$ cat src/rtl/pms_pkg.sv
package pms_pkg;

   // Register bus geometry
   localparam int ADDR_W = 4;
   localparam int DATA_W = 8;

   // Register offsets
   localparam logic [3:0] OFF_PWR_CTRL = 4'h0;  // power_control_register
   localparam logic [3:0] OFF_PLL_CTRL = 4'h1;  // pll_control_register
   localparam logic [3:0] OFF_STATUS   = 4'h2;  // power mode, one-hot
   localparam logic [3:0] OFF_IRQ_STAT = 4'h3;  // sticky event bits
   localparam logic [3:0] OFF_IRQ_MASK = 4'h4;  // event mask

   // Power control register fields
   localparam int PC_IDLE     = 0;
   localparam int PC_PDOWN    = 1;
   localparam int PC_SER_WAKE = 2;  // serial_wake_enable_bit
   localparam int PC_EXT_WAKE = 3;  // ext_irq0_wake_enable_bit

   // PLL control register fields
   localparam int PL_OSCILLATOR_POWERDOWN_BIT = 4;    // oscillator_powerdown_bit
   localparam int PL_LOCK   = 6;

   // Interrupt event fields
   localparam int EV_WAKE   = 0;
   localparam int EV_LOCK   = 1;
   localparam int EV_IDLEX  = 2;

   // Reset values
   localparam logic [7:0] PWR_CTRL_RST = 8'h00;
   localparam logic [7:0] PLL_CTRL_RST = 8'h00;
   localparam logic [7:0] MASK_RST     = 8'h00;

   // Supply thresholds in millivolts
   localparam int unsigned VDD_ON_MV  = 2450;
   localparam int unsigned VDD_OFF_MV = 1000;

   // Timing figures and derived counts at 200 MHz
   localparam int unsigned CLK_MHZ     = 200;
   localparam int unsigned POR_MS      = 128;
   localparam int unsigned PLL_LOCK_MS = 1;
   localparam int unsigned XTAL_MS     = 150;
   localparam int unsigned POR_CYC     = POR_MS * 1000 * CLK_MHZ;
   localparam int unsigned PLL_CYC     = PLL_LOCK_MS * 1000 * CLK_MHZ;
   localparam int unsigned XTAL_CYC    = XTAL_MS * 1000 * CLK_MHZ;

   // Power modes, one-hot
   typedef enum logic [3:0] {
      PMS_RESET  = 4'b0001,
      PMS_NORMAL = 4'b0010,
      PMS_IDLE   = 4'b0100,
      PMS_PDOWN  = 4'b1000
   } pms_mode_t;

   // Clock and pin controls toward the chip
   typedef struct packed {
      logic osc_en;
      logic pll_en;
      logic core_clk_en;
      logic periph_clk_en;
      logic tic_clk_en;
      logic port_hold;
      logic dac_oe;
      logic ale_force;
      logic prog_store_strobe_force;
      logic strobe_level;
   } pms_ctl_t;

   // Wake sources from core and peripherals
   typedef struct packed {
      logic any_irq;
      logic tic_irq;
      logic tic_en;
      logic serial_irq;
      logic serial_irq_en;
      logic ext0_irq;
      logic ext0_irq_en;
   } pms_wake_t;

endpackage : pms_pkg

$ cat src/rtl/pms_sequencer.sv
// The strobed register port and the register addresses were decided locally.
`timescale 1ns/1ps
`default_nettype none
// Function
// - Hold reset below 2.45 V, then 128 ms
// - On falling supply hold reset below 1 V
// - Bit 0 enters Idle, bit 1 Power-Down
// - Idle: oscillator and peripherals run, core halts
// - Idle: state kept, strobes driven high
// - Enabled interrupt or reset ends Idle
// - Power-Down stops PLL, core; oscillator per bit
// - Power-Down: only interval counter may run
// - Power-Down: ports held, DAC off, strobes low
// - Reset pin returns to Normal with defaults
// - Power cycle restarts after 128 ms
// - Counter wakes only if oscillator on, enabled
// - Serial irq wakes only if enable set
// - External irq 0 wakes only if enable set
// - Return resumes after the entering instruction
// - Lock reported on bit 6 after 1 ms
// - Stopped oscillator adds 150 ms before lock
module pms_sequencer #(
   parameter int unsigned POR_CYCLES  = pms_pkg::POR_CYC,
   parameter int unsigned PLL_CYCLES  = pms_pkg::PLL_CYC,
   parameter int unsigned XTAL_CYCLES = pms_pkg::XTAL_CYC
) (
   input  wire logic                      clock_i,       // 200 MHz clock
   input  wire logic                      sys_rst_i,     // Async reset, high
   input  wire logic [15:0]               vdd_mv_i,      // Digital supply, millivolts
   input  wire logic                      reset_pin_i,   // External reset pin, high
   input  wire pms_pkg::pms_wake_t        wake_i,        // Wake sources, pin domain
   input  wire logic [pms_pkg::ADDR_W-1:0] addr_i,       // Register address
   input  wire logic [pms_pkg::DATA_W-1:0] wdata_i,      // Write data
   input  wire logic                      wr_i,          // Write strobe
   input  wire logic                      rd_i,          // Read strobe
   output logic [pms_pkg::DATA_W-1:0]     rdata_o,       // Read data, next cycle
   output logic                           chip_rst_o,    // Chip reset, high
   output pms_pkg::pms_ctl_t              ctl_o,         // Clock and pin controls
   output logic                           wake_vector_o, // Pulse: service wake irq
   output logic                           irq_o          // Level interrupt
);

   // Whole module state
   typedef struct packed {
      logic [1:0]             rst_sy;
      logic [1:0]             vdd_ok_sy;
      logic [1:0]             vdd_hi_sy;
      logic [6:0]             wk_s1;
      logic [6:0]             wk_s2;
      logic                   supply_on;
      logic [31:0]            por_cnt;
      logic [31:0]            lock_cnt;
      logic                   osc_was_off;
      pms_pkg::pms_mode_t     mode;
      logic [7:0]             pwr_ctrl;
      logic [7:0]             pll_ctrl;
      logic [7:0]             irq_stat;
      logic [7:0]             irq_mask;
      logic [7:0]             rdata;
      logic                   chip_rst;
      pms_pkg::pms_ctl_t      ctl;
      logic                   wake_vec;
      logic                   irq;
   } pms_state_t;

   pms_state_t st_r;
   pms_state_t st_nxt;
   pms_pkg::pms_wake_t wk;
   logic       vdd_above_on;
   logic       vdd_above_off;
   logic       pdown_wake;
   logic       lock_done;
   logic [7:0] stat_word;

   // Controls for a given mode
   function automatic pms_pkg::pms_ctl_t mode_ctl(input pms_pkg::pms_mode_t m, input logic oscillator_powerdown_bit,
                                                  input logic tic_en);
      pms_pkg::pms_ctl_t c;
      c = '0;
      c.osc_en        = 1'b1;
      c.pll_en        = 1'b1;
      c.core_clk_en   = 1'b1;
      c.periph_clk_en = 1'b1;
      c.tic_clk_en    = tic_en;
      c.dac_oe        = 1'b1;
      unique case (m)
         pms_pkg::PMS_RESET:
         begin
            c.core_clk_en = 1'b0;
         end
         pms_pkg::PMS_NORMAL:
         begin
            c.core_clk_en = 1'b1;
         end
         pms_pkg::PMS_IDLE:
         begin
            c.core_clk_en             = 1'b0;
            c.port_hold               = 1'b1;
            c.ale_force               = 1'b1;
            c.prog_store_strobe_force = 1'b1;
            c.strobe_level            = 1'b1;
         end
         pms_pkg::PMS_PDOWN:
         begin
            c.osc_en                  = ~oscillator_powerdown_bit;
            c.pll_en                  = 1'b0;
            c.core_clk_en             = 1'b0;
            c.periph_clk_en           = 1'b0;
            c.tic_clk_en              = tic_en & ~oscillator_powerdown_bit;
            c.port_hold               = 1'b1;
            c.dac_oe                  = 1'b0;
            c.ale_force               = 1'b1;
            c.prog_store_strobe_force = 1'b1;
            c.strobe_level            = 1'b0;
         end
         default:
         begin
            c.core_clk_en = 1'b0;
         end
      endcase
      return c;
   endfunction : mode_ctl

   // Synchronised wake sources and supply compares
   assign wk            = pms_pkg::pms_wake_t'(st_r.wk_s2);
   assign vdd_above_on  = (32'(vdd_mv_i) > pms_pkg::VDD_ON_MV);
   assign vdd_above_off = (32'(vdd_mv_i) >= pms_pkg::VDD_OFF_MV);
   assign pdown_wake    = (wk.tic_irq & wk.tic_en & ~st_r.pll_ctrl[pms_pkg::PL_OSCILLATOR_POWERDOWN_BIT])
                        | (wk.serial_irq & wk.serial_irq_en & st_r.pwr_ctrl[pms_pkg::PC_SER_WAKE])
                        | (wk.ext0_irq & wk.ext0_irq_en & st_r.pwr_ctrl[pms_pkg::PC_EXT_WAKE]);
   assign lock_done     = (st_r.lock_cnt == 32'h0000_0000);
   assign stat_word     = {4'h0, st_r.mode};

   // Next-state logic
   always_comb
   begin
      logic [7:0] ev;
      ev     = 8'h00;
      st_nxt = st_r;
      st_nxt.rst_sy    = {st_r.rst_sy[0], reset_pin_i};
      st_nxt.vdd_hi_sy = {st_r.vdd_hi_sy[0], vdd_above_on};
      st_nxt.vdd_ok_sy = {st_r.vdd_ok_sy[0], vdd_above_off};
      st_nxt.wk_s1     = wake_i;
      st_nxt.wk_s2     = st_r.wk_s1;
      st_nxt.wake_vec  = 1'b0;

      // Supply hysteresis: on above 2.45 V, off only below 1 V
      if (st_r.vdd_hi_sy[1])
         st_nxt.supply_on = 1'b1;
      else if (!st_r.vdd_ok_sy[1])
         st_nxt.supply_on = 1'b0;

      // Lock countdown after wake
      if (!lock_done && st_r.mode != pms_pkg::PMS_PDOWN)
         st_nxt.lock_cnt = st_r.lock_cnt - 32'h0000_0001;
      if (st_r.lock_cnt == 32'h0000_0001)
      begin
         st_nxt.pll_ctrl[pms_pkg::PL_LOCK] = 1'b1;
         ev[pms_pkg::EV_LOCK] = 1'b1;
      end

      // Register writes
      if (wr_i)
      begin
         unique case (addr_i)
            pms_pkg::OFF_PWR_CTRL: st_nxt.pwr_ctrl = wdata_i;
            pms_pkg::OFF_PLL_CTRL: st_nxt.pll_ctrl = {st_r.pll_ctrl[7], st_nxt.pll_ctrl[6], wdata_i[5:0]};
            pms_pkg::OFF_IRQ_MASK: st_nxt.irq_mask = wdata_i;
            pms_pkg::OFF_IRQ_STAT: st_nxt.irq_stat = st_r.irq_stat & ~wdata_i;
            default: ;
         endcase
      end

      // Mode sequencing
      unique case (st_r.mode)
         pms_pkg::PMS_RESET:
         begin
            if (st_r.supply_on && !st_r.rst_sy[1])
            begin
               if (st_r.por_cnt >= 32'(POR_CYCLES) - 32'h0000_0001)
                  st_nxt.mode = pms_pkg::PMS_NORMAL;
               else
                  st_nxt.por_cnt = st_r.por_cnt + 32'h0000_0001;
            end
         end
         pms_pkg::PMS_NORMAL:
         begin
            if (st_r.pwr_ctrl[pms_pkg::PC_PDOWN])
            begin
               st_nxt.mode        = pms_pkg::PMS_PDOWN;
               st_nxt.osc_was_off = st_r.pll_ctrl[pms_pkg::PL_OSCILLATOR_POWERDOWN_BIT];
               st_nxt.pll_ctrl[pms_pkg::PL_LOCK] = 1'b0;
            end
            else if (st_r.pwr_ctrl[pms_pkg::PC_IDLE])
               st_nxt.mode = pms_pkg::PMS_IDLE;
         end
         pms_pkg::PMS_IDLE:
         begin
            if (wk.any_irq)
            begin
               st_nxt.mode = pms_pkg::PMS_NORMAL;
               st_nxt.pwr_ctrl[pms_pkg::PC_IDLE] = 1'b0;
               ev[pms_pkg::EV_IDLEX] = 1'b1;
            end
         end
         pms_pkg::PMS_PDOWN:
         begin
            if (pdown_wake)
            begin
               st_nxt.mode     = pms_pkg::PMS_NORMAL;
               st_nxt.wake_vec = 1'b1;
               st_nxt.pwr_ctrl[pms_pkg::PC_IDLE]  = 1'b0;
               st_nxt.pwr_ctrl[pms_pkg::PC_PDOWN] = 1'b0;
               st_nxt.lock_cnt = 32'(PLL_CYCLES) + (st_r.osc_was_off ? 32'(XTAL_CYCLES) : 32'h0);
               ev[pms_pkg::EV_WAKE] = 1'b1;
            end
         end
         default: st_nxt.mode = pms_pkg::PMS_RESET;
      endcase

      // Pin reset or supply loss: defaults; supply loss restarts timer, pin reset skips it
      if (st_r.rst_sy[1] || !st_r.supply_on)
      begin
         st_nxt.mode     = pms_pkg::PMS_RESET;
         st_nxt.por_cnt  = st_r.rst_sy[1] && st_r.supply_on ? 32'(POR_CYCLES) : 32'h0;
         st_nxt.pwr_ctrl = pms_pkg::PWR_CTRL_RST;
         st_nxt.pll_ctrl = pms_pkg::PLL_CTRL_RST;
         st_nxt.irq_mask = pms_pkg::MASK_RST;
         st_nxt.irq_stat = 8'h00;
         st_nxt.lock_cnt = 32'h0;
         ev              = 8'h00;
      end
      else if (st_r.mode == pms_pkg::PMS_RESET && st_nxt.mode == pms_pkg::PMS_NORMAL)
         st_nxt.pll_ctrl[pms_pkg::PL_LOCK] = 1'b1;

      // Events set over clears
      st_nxt.irq_stat = st_nxt.irq_stat | ev;

      // Read data, one cycle later
      st_nxt.rdata = 8'h00;
      if (rd_i)
      begin
         unique case (addr_i)
            pms_pkg::OFF_PWR_CTRL: st_nxt.rdata = st_r.pwr_ctrl;
            pms_pkg::OFF_PLL_CTRL: st_nxt.rdata = st_r.pll_ctrl;
            pms_pkg::OFF_STATUS:   st_nxt.rdata = stat_word;
            pms_pkg::OFF_IRQ_STAT: st_nxt.rdata = st_r.irq_stat;
            pms_pkg::OFF_IRQ_MASK: st_nxt.rdata = st_r.irq_mask;
            default:               st_nxt.rdata = 8'h00;
         endcase
      end

      // Registered outputs
      st_nxt.chip_rst = (st_nxt.mode == pms_pkg::PMS_RESET);
      st_nxt.ctl      = mode_ctl(st_nxt.mode, st_nxt.pll_ctrl[pms_pkg::PL_OSCILLATOR_POWERDOWN_BIT], wk.tic_en);
      st_nxt.irq      = |(st_nxt.irq_stat & st_nxt.irq_mask);
   end

   // State register
   always_ff @(posedge clock_i or posedge sys_rst_i)
   begin
      if (sys_rst_i)
      begin
         st_r          <= '0;
         st_r.mode     <= pms_pkg::PMS_RESET;
         st_r.chip_rst <= 1'b1;
      end
      else
         st_r <= st_nxt;
   end

   assign rdata_o       = st_r.rdata;
   assign chip_rst_o    = st_r.chip_rst;
   assign ctl_o         = st_r.ctl;
   assign wake_vector_o = st_r.wake_vec;
   assign irq_o         = st_r.irq;

endmodule : pms_sequencer
`default_nettype wire

$ cat config.mk
export PLATFORM = sky130hd
export DESIGN_NAME = pms_sequencer
export DESIGN_NICKNAME = d
export VERILOG_FILES = /design/src/rtl/pms_pkg.sv /design/src/rtl/pms_sequencer.sv
export SDC_FILE = /design/constraint.sdc
export NUM_CORES = 1
export LEC_CHECK = 0
export ABC_AREA = 1
export BUFFER_PORTS_ARGS = -buffer_cell sky130_fd_sc_hd__buf_4
export CAP_MARGIN = 20
export CORE_ASPECT_RATIO = 0.6
export CORE_MARGIN = 3
export CORE_UTILIZATION = 35
export CTS_CLUSTER_DIAMETER = 50
export DETAILED_ROUTE_END_ITERATION = 8
export RECOVER_POWER = 25
export SYNTH_ARGS = -nofsm -noshare
export SYNTH_HDL_FRONTEND = slang
export SYNTH_SLANG_ARGS = --single-unit
$ cat constraint.sdc
create_clock -name clock_i -period 3.5 [get_ports clock_i]
set_input_delay 0.175 -clock clock_i [delete_from_list [all_inputs] [get_ports clock_i]]
set_output_delay 0.175 -clock clock_i [all_outputs]
set_load 0.01 [all_outputs]
### After elaboration in Yosys (flattened, before gate mapping)

Cells that the tools add are included.

| storage, ports and cells | value |
|---|---|
| word-level logic and storage cells | 138 |
| register bits after elaboration | 143 |
| input port bits | 40 |

| cells by class | value |
|---|---|
| mux-type cells | 48 |
| equality and inequality tests | 17 |
| $lt $le $gt $ge | 3 |
| add/subtract/negate cells | 3 |
| bitwise logic cells | 15 |
| reductions and logical operators | 21 |

Operators by type and width:

| cell | number |
|---|---|
| $mux W32 | 7 |
| $mux W64 | 1 |
| $mux W25 | 2 |
| $pmux W8 S5 | 1 |
| $add A32 B1 Y32 const B | 1 |
| $eq A32 B1 Y1 const B | 1 |
| $ge A32 B25 Y1 const B | 1 |
| $logic_not A32 Y1 | 1 |
| $mux W8 | 4 |
| $sub A32 B1 Y32 const B | 1 |
| $add A18 B25 Y26 const A | 1 |
| $mux W4 | 6 |
| $mux W22 | 1 |
| $eq A4 B2 Y1 const B | 5 |
| $mux W1 | 17 |
| $and A8 B8 Y8 | 2 |
| $ge A16 B10 Y1 const B | 1 |
| $gt A16 B12 Y1 const B | 1 |
| $pmux W4 S4 | 1 |
| $mux W13 | 1 |
| $eq A4 B1 Y1 const B | 3 |
| $eq A4 B3 Y1 const B | 3 |
| $reduce_bool A2 Y1 | 5 |
| $eq A4 B4 Y1 const B | 2 |
| other kinds (21) | 38 |

### Longest topological paths before layout

Gate-level depths: netlist of the first run.

| logic depth | value |
|---|---|
| word-level depth | 10 |
| depth in mapped cells | 13 |
| depth with buffers taken out | 12 |

### Worst setup path before layout of the first run

No wires, ideal clock.

| timing | value |
|---|---|
| path type | register to register |
| from | register st_r[90] (netlist name) |
| to | register st_r[109] (netlist name) |
| required time | 3383 ps |
| setup slack | 1817 ps |
| buffers on the path | 1 |
| arrival time | 1566 ps |
| stages on the path, launching flop included | 14 |
| path through | dfrtp_1 -> ha_1 -> nand2_1 -> nor2_2 -> nand2_2 -> nor2_4 -> nand3_1 -> nand2_1 -> nand2_2 -> nand3_4 -> nand2_4 -> buf_6 -> nand2_1 -> nand2_1 |

| on the way | value |
|---|---|
| word-level cells in the longest chain between the ends | 5 |
| elaborated cells on any way between the ends | 8 |
| those cells by class | 1 x add/sub; 1 x order compare; 1 x eq/ne; 4 x mux; 1 x reduce/logical |

Ends and longest elaborated chain:

| item | RTL line | RTL |
|---|---|---|
| start, declared | pms_sequencer.sv:66 | `pms_state_t st_r;` |
| start signal, assigned | pms_sequencer.sv:269 | `st_r <= st_nxt;` |
| $add A32 B1 Y32 | pms_sequencer.sv:183 | `st_nxt.por_cnt = st_r.por_cnt + 32'h0000_0001;` |
| $mux W32 | pms_sequencer.sv:180 | `if (st_r.por_cnt >= 32'(POR_CYCLES) - 32'h0000_0001)` |
| $mux W32 | pms_sequencer.sv:178 | `if (st_r.supply_on && !st_r.rst_sy[1])` |
| $mux W32 | pms_sequencer.sv:175 | `unique case (st_r.mode)` |
| $mux W64 | pms_sequencer.sv:222 | `if (st_r.rst_sy[1] \|\| !st_r.supply_on)` |

Several ways; a longest one is shown, not always the timed one. The select of a mux whose other input is x is not followed.
A chain may end at the register's enable or synchronous reset.

==> results of run 1 <==
## worst register-to-register path: stages, from the launching register on
cell and delay [ps]:
dfrtp_1 390, inv_1 130, ha_1 230, nand2_1 90, nor2_1 60, nand2_1 110
nor2_1 80, nor2_2 420, buf_4 330, nand2_1 80, nand2_1 60, o21ai_0 70
nand2_1 70, inv_1 60
## path summary, 6_finish.rpt
| path | startpoint | endpoint | slack, ps | depth (start not counted) |
|---|---|---|---|---|
| min in group asynchronous | sys_rst_i | st_nxt[138] | 560 | 3 |
| setup / recovery | st_r[58] | st_r[64] | 1220 | 13 |
| max in group asynchronous | sys_rst_i | wk[4] | 1790 | 4 |
| hold / removal | wdata_i[6] | st_r[51] | 30 | 3 |
| setup reg to reg | st_r[58] | st_r[64] | 1220 | 13 |
| hold reg to reg | st_nxt[125] | wk[2] | 350 | 0 |
## state kept, by name (all words and copies together) (netlist names)
name           flops
irq_o              1
st_nxt            10
chip_rst_o         1
wake_vector_o      1
wk                 7
st_r             104
ctl_o              6
rdata_o            8
## per-layer routing
metal  vias up  track usage, %  share of wire (%)
li1       3182               -                  -
met1      2987            29.7                 56
met2       205            21.8                 36
met3        15            5.61                7.5
met4         0            2.84               0.59
met5         -               0                  0
## metrics by stage
stage               hold slack [ps]  std cells
floorplan                       206        966
global placement                277       1263
detailed placement              281       1263
CTS                            19.4       1310
global route                   31.6       1310
finish                         32.6       1310
## power groups by stage
| stage | Combinational (mW) | Clock (mW) | Sequential, mW |
|---|---|---|---|
| 4_1_cts | 2.46 | 1.84 | 2.05 |
| 3_3_place_gp | 2.43 | 0 | 2.08 |
| 3_5_place_dp | 2.43 | 0 | 2.07 |
| 2_1_floorplan | 1.90 | 0 | 2.00 |
| 6_report | 2.51 | 1.80 | 2.06 |
| 5_1_grt | 2.87 | 1.91 | 2.08 |
## area by class of cell
class                   instances  area (um2)  area share, %
multi-input cells             692        3290           38.2
clock inverters                15         158           1.83
flip-flops and latches        138        3460           40.1
clock buffers                  17         425           4.94
inverters                      91         343           3.98
well taps                     273         342           3.96
repair buffers                 84         602           6.98
## kinds of logic (layout without fill, tap and decap cells)
kind of cell               after synthesis  after routing
AOI/OAI and AO/OA                      109            109
xor gates and xnor gates                44             44
adders and majority gates                4              4
buffers and inverters                  136            207
DFF                                    138            138
muxes                                    1              1
and+or+nand+nor                        534            534
## synthesized netlist by cell type, types with 9 or more instances
| master | n | share of area [%] |
|---|---|---|
| nand3_1 | 75 | 5.1 |
| buf_4 | 19 | 1.9 |
| clkbuf_1 | 10 | 0.51 |
| o21ai_1 | 13 | 0.88 |
| xor2_1 | 30 | 3.6 |
| xnor2_1 | 14 | 1.7 |
| nor2_1 | 176 | 8.9 |
| a21oi_1 | 26 | 1.8 |
| nand4_1 | 10 | 0.85 |
| dfrtp_1 | 136 | 46 |
| nand2_1 | 253 | 13 |
| inv_1 | 90 | 4.6 |
| o21ai_0 | 32 | 2.2 |
| o22ai_1 | 9 | 0.76 |
## timing repair
action / CTS / global route
hold buffers: 15 / 0
endpoints found under the hold margin: 35 / 0
gates resized for setup: 0 / 0
buffers inserted: 0 / 0
==> flow_metrics.env, run 1 <==
export IMPL_rsz0062_at_grt="false"
export IMPL_combPwrFrac_pct=39.5
export IMPL_syn_cell_area_um2=7400
export IMPL_synth_edf_count=0
export IMPL_die_w_um=194
export IMPL_power_leakage_nw=4.17
export IMPL_synth_nets=1010
export IMPL_async_flop_share_pct=100
export IMPL_yosys_mux_area_fraction_pct=0.135
export IMPL_max_slew_margin_pct=20.2
export IMPL_core_area_um2=20400
export IMPL_synth_distinct_cells=45
export IMPL_layout_min_cycle_time_ps=2280
export IMPL_syn_inst=966
export IMPL_final_common_cell="nand2_1"
export IMPL_cp_required_ps=3810
export IMPL_ys_ff_latch=138
export IMPL_grt_overflow=0
export IMPL_ant_nets=0
export IMPL_ys_seq_area_share_pct=46.7
export IMPL_start_util_pct=36.3
export IMPL_yosys_area_share_simple_pct=29.7
export IMPL_yosys_warnings=0
export IMPL_ir_worst_vdd_mv=0.357
export IMPL_drv_cap=0
export IMPL_cp_end_kind="register"
export IMPL_dp_slack_ps=1250
export IMPL_wirelength_mm=20.1
export IMPL_start_kind="register"
export IMPL_switching_power_mw=2.73
export IMPL_globalplace_congestion=0.941
export IMPL_cp_common_cell="nand2_1"
export IMPL_p_total_mw=6.37
export IMPL_design_area_um2=8620
export IMPL_drc=0
export IMPL_dpl_cell_area_um2=7970
export IMPL_synth_compound_area_share_pct=8.73
export IMPL_syn_avg_cell_area_um2=7.66
export IMPL_critPathMaxStageDelay_ps=420
export IMPL_die_y_um=119
export IMPL_path_cells="inv_1 -> ha_1 -> nand2_1 -> nor2_1 -> nand2_1 -> nor2_1 -> nor2_2 -> buf_4 -> nand2_1 -> nand2_1 -> o21ai_0 -> nand2_1 -> inv_1"
export IMPL_synth_top_family_by_area="simple AND/OR/NAND/NOR gates"
export IMPL_cp_data_arrival_time_ps=2600
export IMPL_crit_fanout=18
export IMPL_wl_per_cell_um=15.3
export IMPL_root_buffer="clkbuf_16"
export IMPL_period_share_pct=65.3
export IMPL_grt_max_degree=114
export IMPL_finalMaxSlewViolations=0
export IMPL_fin_ws_ps=1220
export IMPL_fin_nets=1068
export IMPL_port_buffers=60
export IMPL_synth_xor_xnor_area_share_pct=5.21
export IMPL_antenna_found_initial=0
export IMPL_grt_first_pass_wirelength_mm=32.6
export IMPL_diodes=0
export IMPL_critPathTopFamily="simple AND/OR/NAND/NOR gates"
export IMPL_hold_path_class="input pin to register"
export IMPL_core_rowCount=40
export IMPL_swShare_pct=42.9
export IMPL_area_growth_syn_to_layout_pct=16.5
export IMPL_p_per_area_nw_per_um2=739
export IMPL_crit_slowest_cell="nor2_2"
export IMPL_clkTransAtPathRegs_ps=70
export IMPL_grt_pass1_vias=5901
export IMPL_sequentialPowerShare_pct=32.3
export IMPL_fill_cells=2071
export IMPL_grt_usage_pct=17.8
export IMPL_synthAdderAreaFrac_pct=0.676
export IMPL_vias=6389
export IMPL_finalHoldViolations=0
export IMPL_cts_made_buffers=17
export IMPL_fin_util_pct=42.3
export IMPL_clk_insertion_delay_late_ps=430
export IMPL_critical_path_class="register to register"
export IMPL_drive_gt1_share_pct=9.64
export IMPL_critical_path_buf_inv_count=3
export IMPL_skew_ps=9.30
export IMPL_clock_power_share_pct=28.3
export IMPL_pin_count=61
export IMPL_cts_tree="yes"
export IMPL_worst_pin_slew_ps=1190
export IMPL_clock_sinks=138
export IMPL_post_drt_via_cell_ratio=4.88
export IMPL_drt_iter0_drc=535
export IMPL_setup_viol=0
export IMPL_synth_ff_type="dfrtp_1"
export IMPL_mostFrequentLayoutCells="nand2_1, nor2_1, dfrtp_1"
export IMPL_post_dp_hpwl_mm=14.3
export IMPL_dieArea_um2=23000
export IMPL_intPower_mw=3.64
export IMPL_max_freq_mhz=438
export IMPL_cts_htree_levels=4
export IMPL_status="finished, final reports clean"
export IMPL_fin_setup_tns_ps=0
export IMPL_firstDrtPassIters=5
export IMPL_cts_buffer_depth=2
No activity file was read; power rests on OpenSTA's default activity.
==> inputs of run 2 (changes only) <==
==> constraint.sdc (replaced) <==
create_clock -name clock_i -period 1.9 [get_ports clock_i]
set_input_delay 0.095 -clock clock_i [delete_from_list [all_inputs] [get_ports clock_i]]
set_output_delay 0.095 -clock clock_i [all_outputs]
set_load 0.01 [all_outputs]
==> flow_metrics.env, run 2 (synthesis gave the netlist of run 1 again) <==
export IMPL_status="finished, final reports clean"
export IMPL_layout_min_cycle_time_ps=1860
export IMPL_wirelength_mm=21.9
export IMPL_rsz0062_at_grt="true"
export IMPL_dpl_cell_area_um2=8440
export IMPL_pin_count=61
export IMPL_port_buffers=60
export IMPL_dieArea_um2=23000
export IMPL_root_buffer="clkbuf_16"
export IMPL_cts_tree="yes"
export IMPL_grt_first_pass_wirelength_mm=33.3
export IMPL_power_leakage_nw=4.73
export IMPL_ir_worst_vdd_mv=0.727
export IMPL_skew_ps=10.6
export IMPL_max_freq_mhz=536
export IMPL_globalplace_congestion=0.984
export IMPL_cts_htree_levels=4
export IMPL_wl_per_cell_um=15.8
export IMPL_final_common_cell="nand2_1"
export IMPL_clock_sinks=138
export IMPL_firstDrtPassIters=5
export IMPL_core_area_um2=20400
export IMPL_clk_insertion_delay_late_ps=430
export IMPL_mostFrequentLayoutCells="nand2_1, nor2_1, dfrtp_1"
export IMPL_largest_reg_flops=104
export IMPL_fin_nets=1145
export IMPL_drc=0
export IMPL_drt_iter0_drc=779
export IMPL_grt_usage_pct=18.3
export IMPL_top_register="st_r"
export IMPL_hold_slack_ps=48.6
export IMPL_cp_data_arrival_time_ps=2230
export IMPL_vias=6866
export IMPL_grt_overflow=0
export IMPL_post_drt_via_cell_ratio=4.95
export IMPL_hold_path_class="input pin to register"
export IMPL_finalHoldViolations=0
export IMPL_grt_pass1_vias=6052
export IMPL_post_dp_hpwl_mm=15.2
export IMPL_cp_required_ps=2270
export IMPL_setup_viol=0
export IMPL_fill_cells=1971
export IMPL_grt_max_degree=42
export IMPL_start_kind="register"
export IMPL_drv_cap=0
export IMPL_crit_fanout=7
export IMPL_cp_end_kind="register"
export IMPL_die_y_um=119
export IMPL_seq_area_um2=3460
export IMPL_fin_setup_tns_ps=0
export IMPL_drive_gt1_share_pct=20.9
export IMPL_period_share_pct=98.1
export IMPL_multiInputGateArea_um2=3520
export IMPL_worst_pin_slew_ps=977
export IMPL_design_area_um2=9710
export IMPL_core_rowCount=40
export IMPL_clkTransAtPathRegs_ps=70
export IMPL_area_growth_syn_to_layout_pct=31.3
export IMPL_cts_buffer_depth=2
export IMPL_cts_made_buffers=17
export IMPL_antenna_found_initial=0
export IMPL_finalMaxSlewViolations=0
export IMPL_diodes=0
export IMPL_ant_nets=0
export IMPL_p_per_area_nw_per_um2=1370
export IMPL_start_util_pct=36.3
export IMPL_die_w_um=194
export IMPL_critical_path_class="register to register"
export IMPL_max_slew_margin_pct=34.5
run 2: worst max-delay path, cell delays in order, from the launching register on:
cell and delay (ps):
dfrtp_1 400, ha_2 220, nand2_2 80, nor2_4 120, nand2_2 90, nor2_4 120, nand3_2 80, nand2_2 90
nand2_2 80, nand3_4 90, buf_4 140, clkbuf_16 150, nand3_1 60, nand2_1 80
run 2: final cells by class:
type | instances | share of cell area (%)
flip-flops and latches | 138 | 35.6
inverters | 91 | 3.53
multi-input cells | 695 | 36.3
clock buffers | 18 | 4.42
well taps | 273 | 3.52
clock inverters | 14 | 2.02
repair buffers | 158 | 14.6
run 2: worst paths after layout:
| check | start | endpoint | slack, ps | depth (start not counted) |
|---|---|---|---|---|
| max in group asynchronous | sys_rst_i | st_r[50] | 400 | 4 |
| max | st_r[90] | st_r[111] | 40 | 13 |
| min | wr_i | st_r[51] | 50 | 3 |
| max reg2reg | st_r[90] | st_r[111] | 40 | 13 |
| min reg2reg | st_nxt[138] | st_r[138] | 350 | 0 |
| min in group asynchronous | sys_rst_i | st_nxt[140] | 420 | 3 |
run 2: what timing repair did:
action	CTS	global route
hold buffers	24	0
setup endpoints to repair	0	58
hold endpoints to repair	35	0
buffers inserted	0	11
resized for setup	0	61
run 2: where the power goes:
part	total, mW	switching, mW	internal [mW]
sequential	3.83	0.494	3.34
combinational	5.94	3.53	2.42
clock	3.55	1.35	2.21
total	13.3	5.37	7.96
run 2: through the flow:
stage	worst slack, ps	std cells	util, %	power, mW
CTS	19.1	1369	45.7	12.4
global placement	-2.38	1313	41.4	8.74
floorplan	85.5	966	-	7.17
finish	35.3	1387	47.7	13.3
global route	-79.0	1387	47.7	14.2
detailed placement	57.9	1313	41.4	8.77
run 2: routing by layer:
metal / vias to the layer above / share of wire, % / global-route usage, %
met4: 0 / 0.95 / 3.93
met5: - / 0 / 0
met1: 3204 / 52 / 30.9
met2: 307 / 37 / 22.2
li1: 3337 / - / -
met3: 18 / 9.4 / 4.56
==> inputs of run 3 (changes only) <==
--- a/config.mk
+++ b/config.mk
@@ -11,6 +11,7 @@
 export CORE_ASPECT_RATIO = 0.6
 export CORE_MARGIN = 3
 export CORE_UTILIZATION = 35
+export CTS_BUF_LIST = sky130_fd_sc_hd__clkbuf_16
 export CTS_CLUSTER_DIAMETER = 50
 export DETAILED_ROUTE_END_ITERATION = 8
 export RECOVER_POWER = 25
==> constraint.sdc (replaced) <==
create_clock -name clock_i -period 1.6 [get_ports clock_i]
set_input_delay 0.08 -clock clock_i [delete_from_list [all_inputs] [get_ports clock_i]]
set_output_delay 0.08 -clock clock_i [all_outputs]
set_load 0.01 [all_outputs]
==> flow_metrics.env, run 3 (synthesis gave the netlist of run 1 again) <==
export IMPL_reg2reg_from="st_r[60]"
export IMPL_cts_htree_levels=4
export IMPL_diodes=0
export IMPL_start_kind="register"
export IMPL_dieArea_um2=23000
export IMPL_cp_data_arrival_time_ps=2110
export IMPL_skew_ps=13.8
export IMPL_power_leakage_nw=5.42
export IMPL_rsz0062_at_grt="true"
export IMPL_drc=0
export IMPL_status="finished with violations"
export IMPL_post_dp_hpwl_mm=16.4
export IMPL_hp_start="addr_i[0]"
export IMPL_violations="setup timing"
export IMPL_core_rowCount=40
export IMPL_grt_max_degree=45
export IMPL_fin_nets=1258
export IMPL_combPwrFrac_pct=57.4
export IMPL_clkTransAtPathRegs_ps=70
export IMPL_pin_count=61
export IMPL_max_slew_margin_pct=30.2
export IMPL_largest_reg_flops=104
export IMPL_drive_gt1_share_pct=36.9
export IMPL_grt_pass1_vias=7008
export IMPL_start_util_pct=36.3
export IMPL_swShare_pct=41.6
export IMPL_ir_worst_vdd_mv=0.943
export IMPL_cts_buffer_depth=2
export IMPL_cts_tree="yes"
export IMPL_grt_usage_pct=20.7
export IMPL_setup_viol=62
export IMPL_crit_fanout=4
export IMPL_area_growth_syn_to_layout_pct=50.5
export IMPL_sequentialPowerShare_pct=22.4
export IMPL_grt_first_pass_wirelength_mm=37.5
export IMPL_wl_per_cell_um=15.9
export IMPL_top_register="st_r"
export IMPL_p_per_area_nw_per_um2=1770
export IMPL_final_common_cell="buf_4"
export IMPL_min_path_cells=5
export IMPL_wirelength_mm=23.9
export IMPL_firstDrtPassIters=7
export IMPL_cts_made_buffers=17
export IMPL_max_freq_mhz=553
export IMPL_root_buffer="clkbuf_16"
export IMPL_ff2ff_setup_slack_ps=-210
export IMPL_post_drt_via_cell_ratio=4.92
export IMPL_dp_cells=1421
export IMPL_timing_rr_end="st_r[89]"
export IMPL_intPower_mw=11.5
export IMPL_port_buffers=60
export IMPL_drv_cap=0
export IMPL_finalMaxSlewViolations=0
export IMPL_drt_iter0_drc=626
export IMPL_final_cells=1500
export IMPL_critical_path_class="register to register"
export IMPL_finalHoldViolations=0
export IMPL_ant_nets=0
export IMPL_core_area_um2=20400
export IMPL_die_w_um=194
export IMPL_switching_power_mw=8.19
export IMPL_hold_slack_ps=207
export IMPL_die_y_um=119
export IMPL_p_total_mw=19.7
export IMPL_mostFrequentLayoutCells="buf_4, nand2_1, dfrtp_1"
export IMPL_hold_path_class="input pin to register"
export IMPL_clock_sinks=138
export IMPL_cp_end_kind="register"
export IMPL_vias=7377
export IMPL_fin_ws_ps=-207
export IMPL_holdPathEnd="st_r[33]"
export IMPL_worst_pin_slew_ps=1040
export IMPL_antenna_found_initial=0
export IMPL_cp_required_ps=1910
export IMPL_globalplace_congestion=0.971
export IMPL_layout_min_cycle_time_ps=1810
export IMPL_clock_power_share_pct=20.2
export IMPL_ff2ff_path_depth=11
export IMPL_clk_insertion_delay_late_ps=430
export IMPL_grt_overflow=0
export IMPL_period_share_pct=113
## run 3: worst max-delay path by stage
stage	depth (start not counted)	slack, ps	start	end
4_1_cts	12	-100	st_r[91]	st_r[100]
3_3_place_gp	9	-240	st_r[78]	irq_o
6_report	11	-210	st_r[60]	st_r[89]
3_5_place_dp	9	-200	st_r[78]	irq_o
2_1_floorplan	1	-200	sys_rst_i	ctl_o[0]
5_1_grt	12	-270	st_r[60]	st_r[61]
## run 3: area by class of cell
class	instances	area, um2
Clock inverter	15	160
Fill cell	1830	9230
Tap cell	273	342
Inverter	91	343
Multi-Input combinational cell	693	4050
Timing Repair Buffer	273	2360
Clock buffer	17	425
Sequential cell	138	3460
## run 3: power by group through the flow
stage                     clock, mW  combinational, mW  sequential, mW
after CTS                      4.05               9.80            4.36
after global placement            0               7.63            4.32
final                          3.98               11.3            4.42
after detailed placement          0               7.65            4.33
after floorplan                   0               4.17            4.37
after global routing           4.23               12.1            4.47
## run 3: through the flow
stage / worst slack [ps] / TNS (ps) / util (%) / cell area, um2
CTS: -98.9 / -4260 / 52.7 / 10700
finish: -207 / -8430 / 54.7 / 11100
global route: -272 / -13820 / 54.7 / 11100
floorplan: -199 / -28780 / - / 7440
detailed placement: -198 / -7900 / 45.5 / 9270
global placement: -239 / -7470 / 45.5 / 9270
## run 3: routing by layer
layer	routed length (um)	track usage, %	up-vias	share of wire (%)
li1	-	-	3563	-
met1	12300	32.8	3513	51
met2	9410	27.0	273	39
met3	1890	5.75	28	7.9
met4	346	5.42	0	1.4
met5	0	0	-	0
## run 3: worst max-delay path, cell delays in order (launching register included)
cell,delay (ps)
dfrtp_1,400
nor2_2,160
buf_4,140
nand2_2,50
nor2_2,90
nand2_2,90
buf_6,130
o21ai_4,220
buf_6,170
nand2_2,50
o211ai_1,110
nor2_1,70
## run 3: repair_timing
action | CTS | global route
gates cloned | 5 | 2
resized for setup | 128 | 96
pin swaps | 51 | 56
buffers inserted | 15 | 4
hold buffers | 25 | 0
endpoints found under the setup margin | 65 | 71
endpoints found under the hold margin | 42 | 0
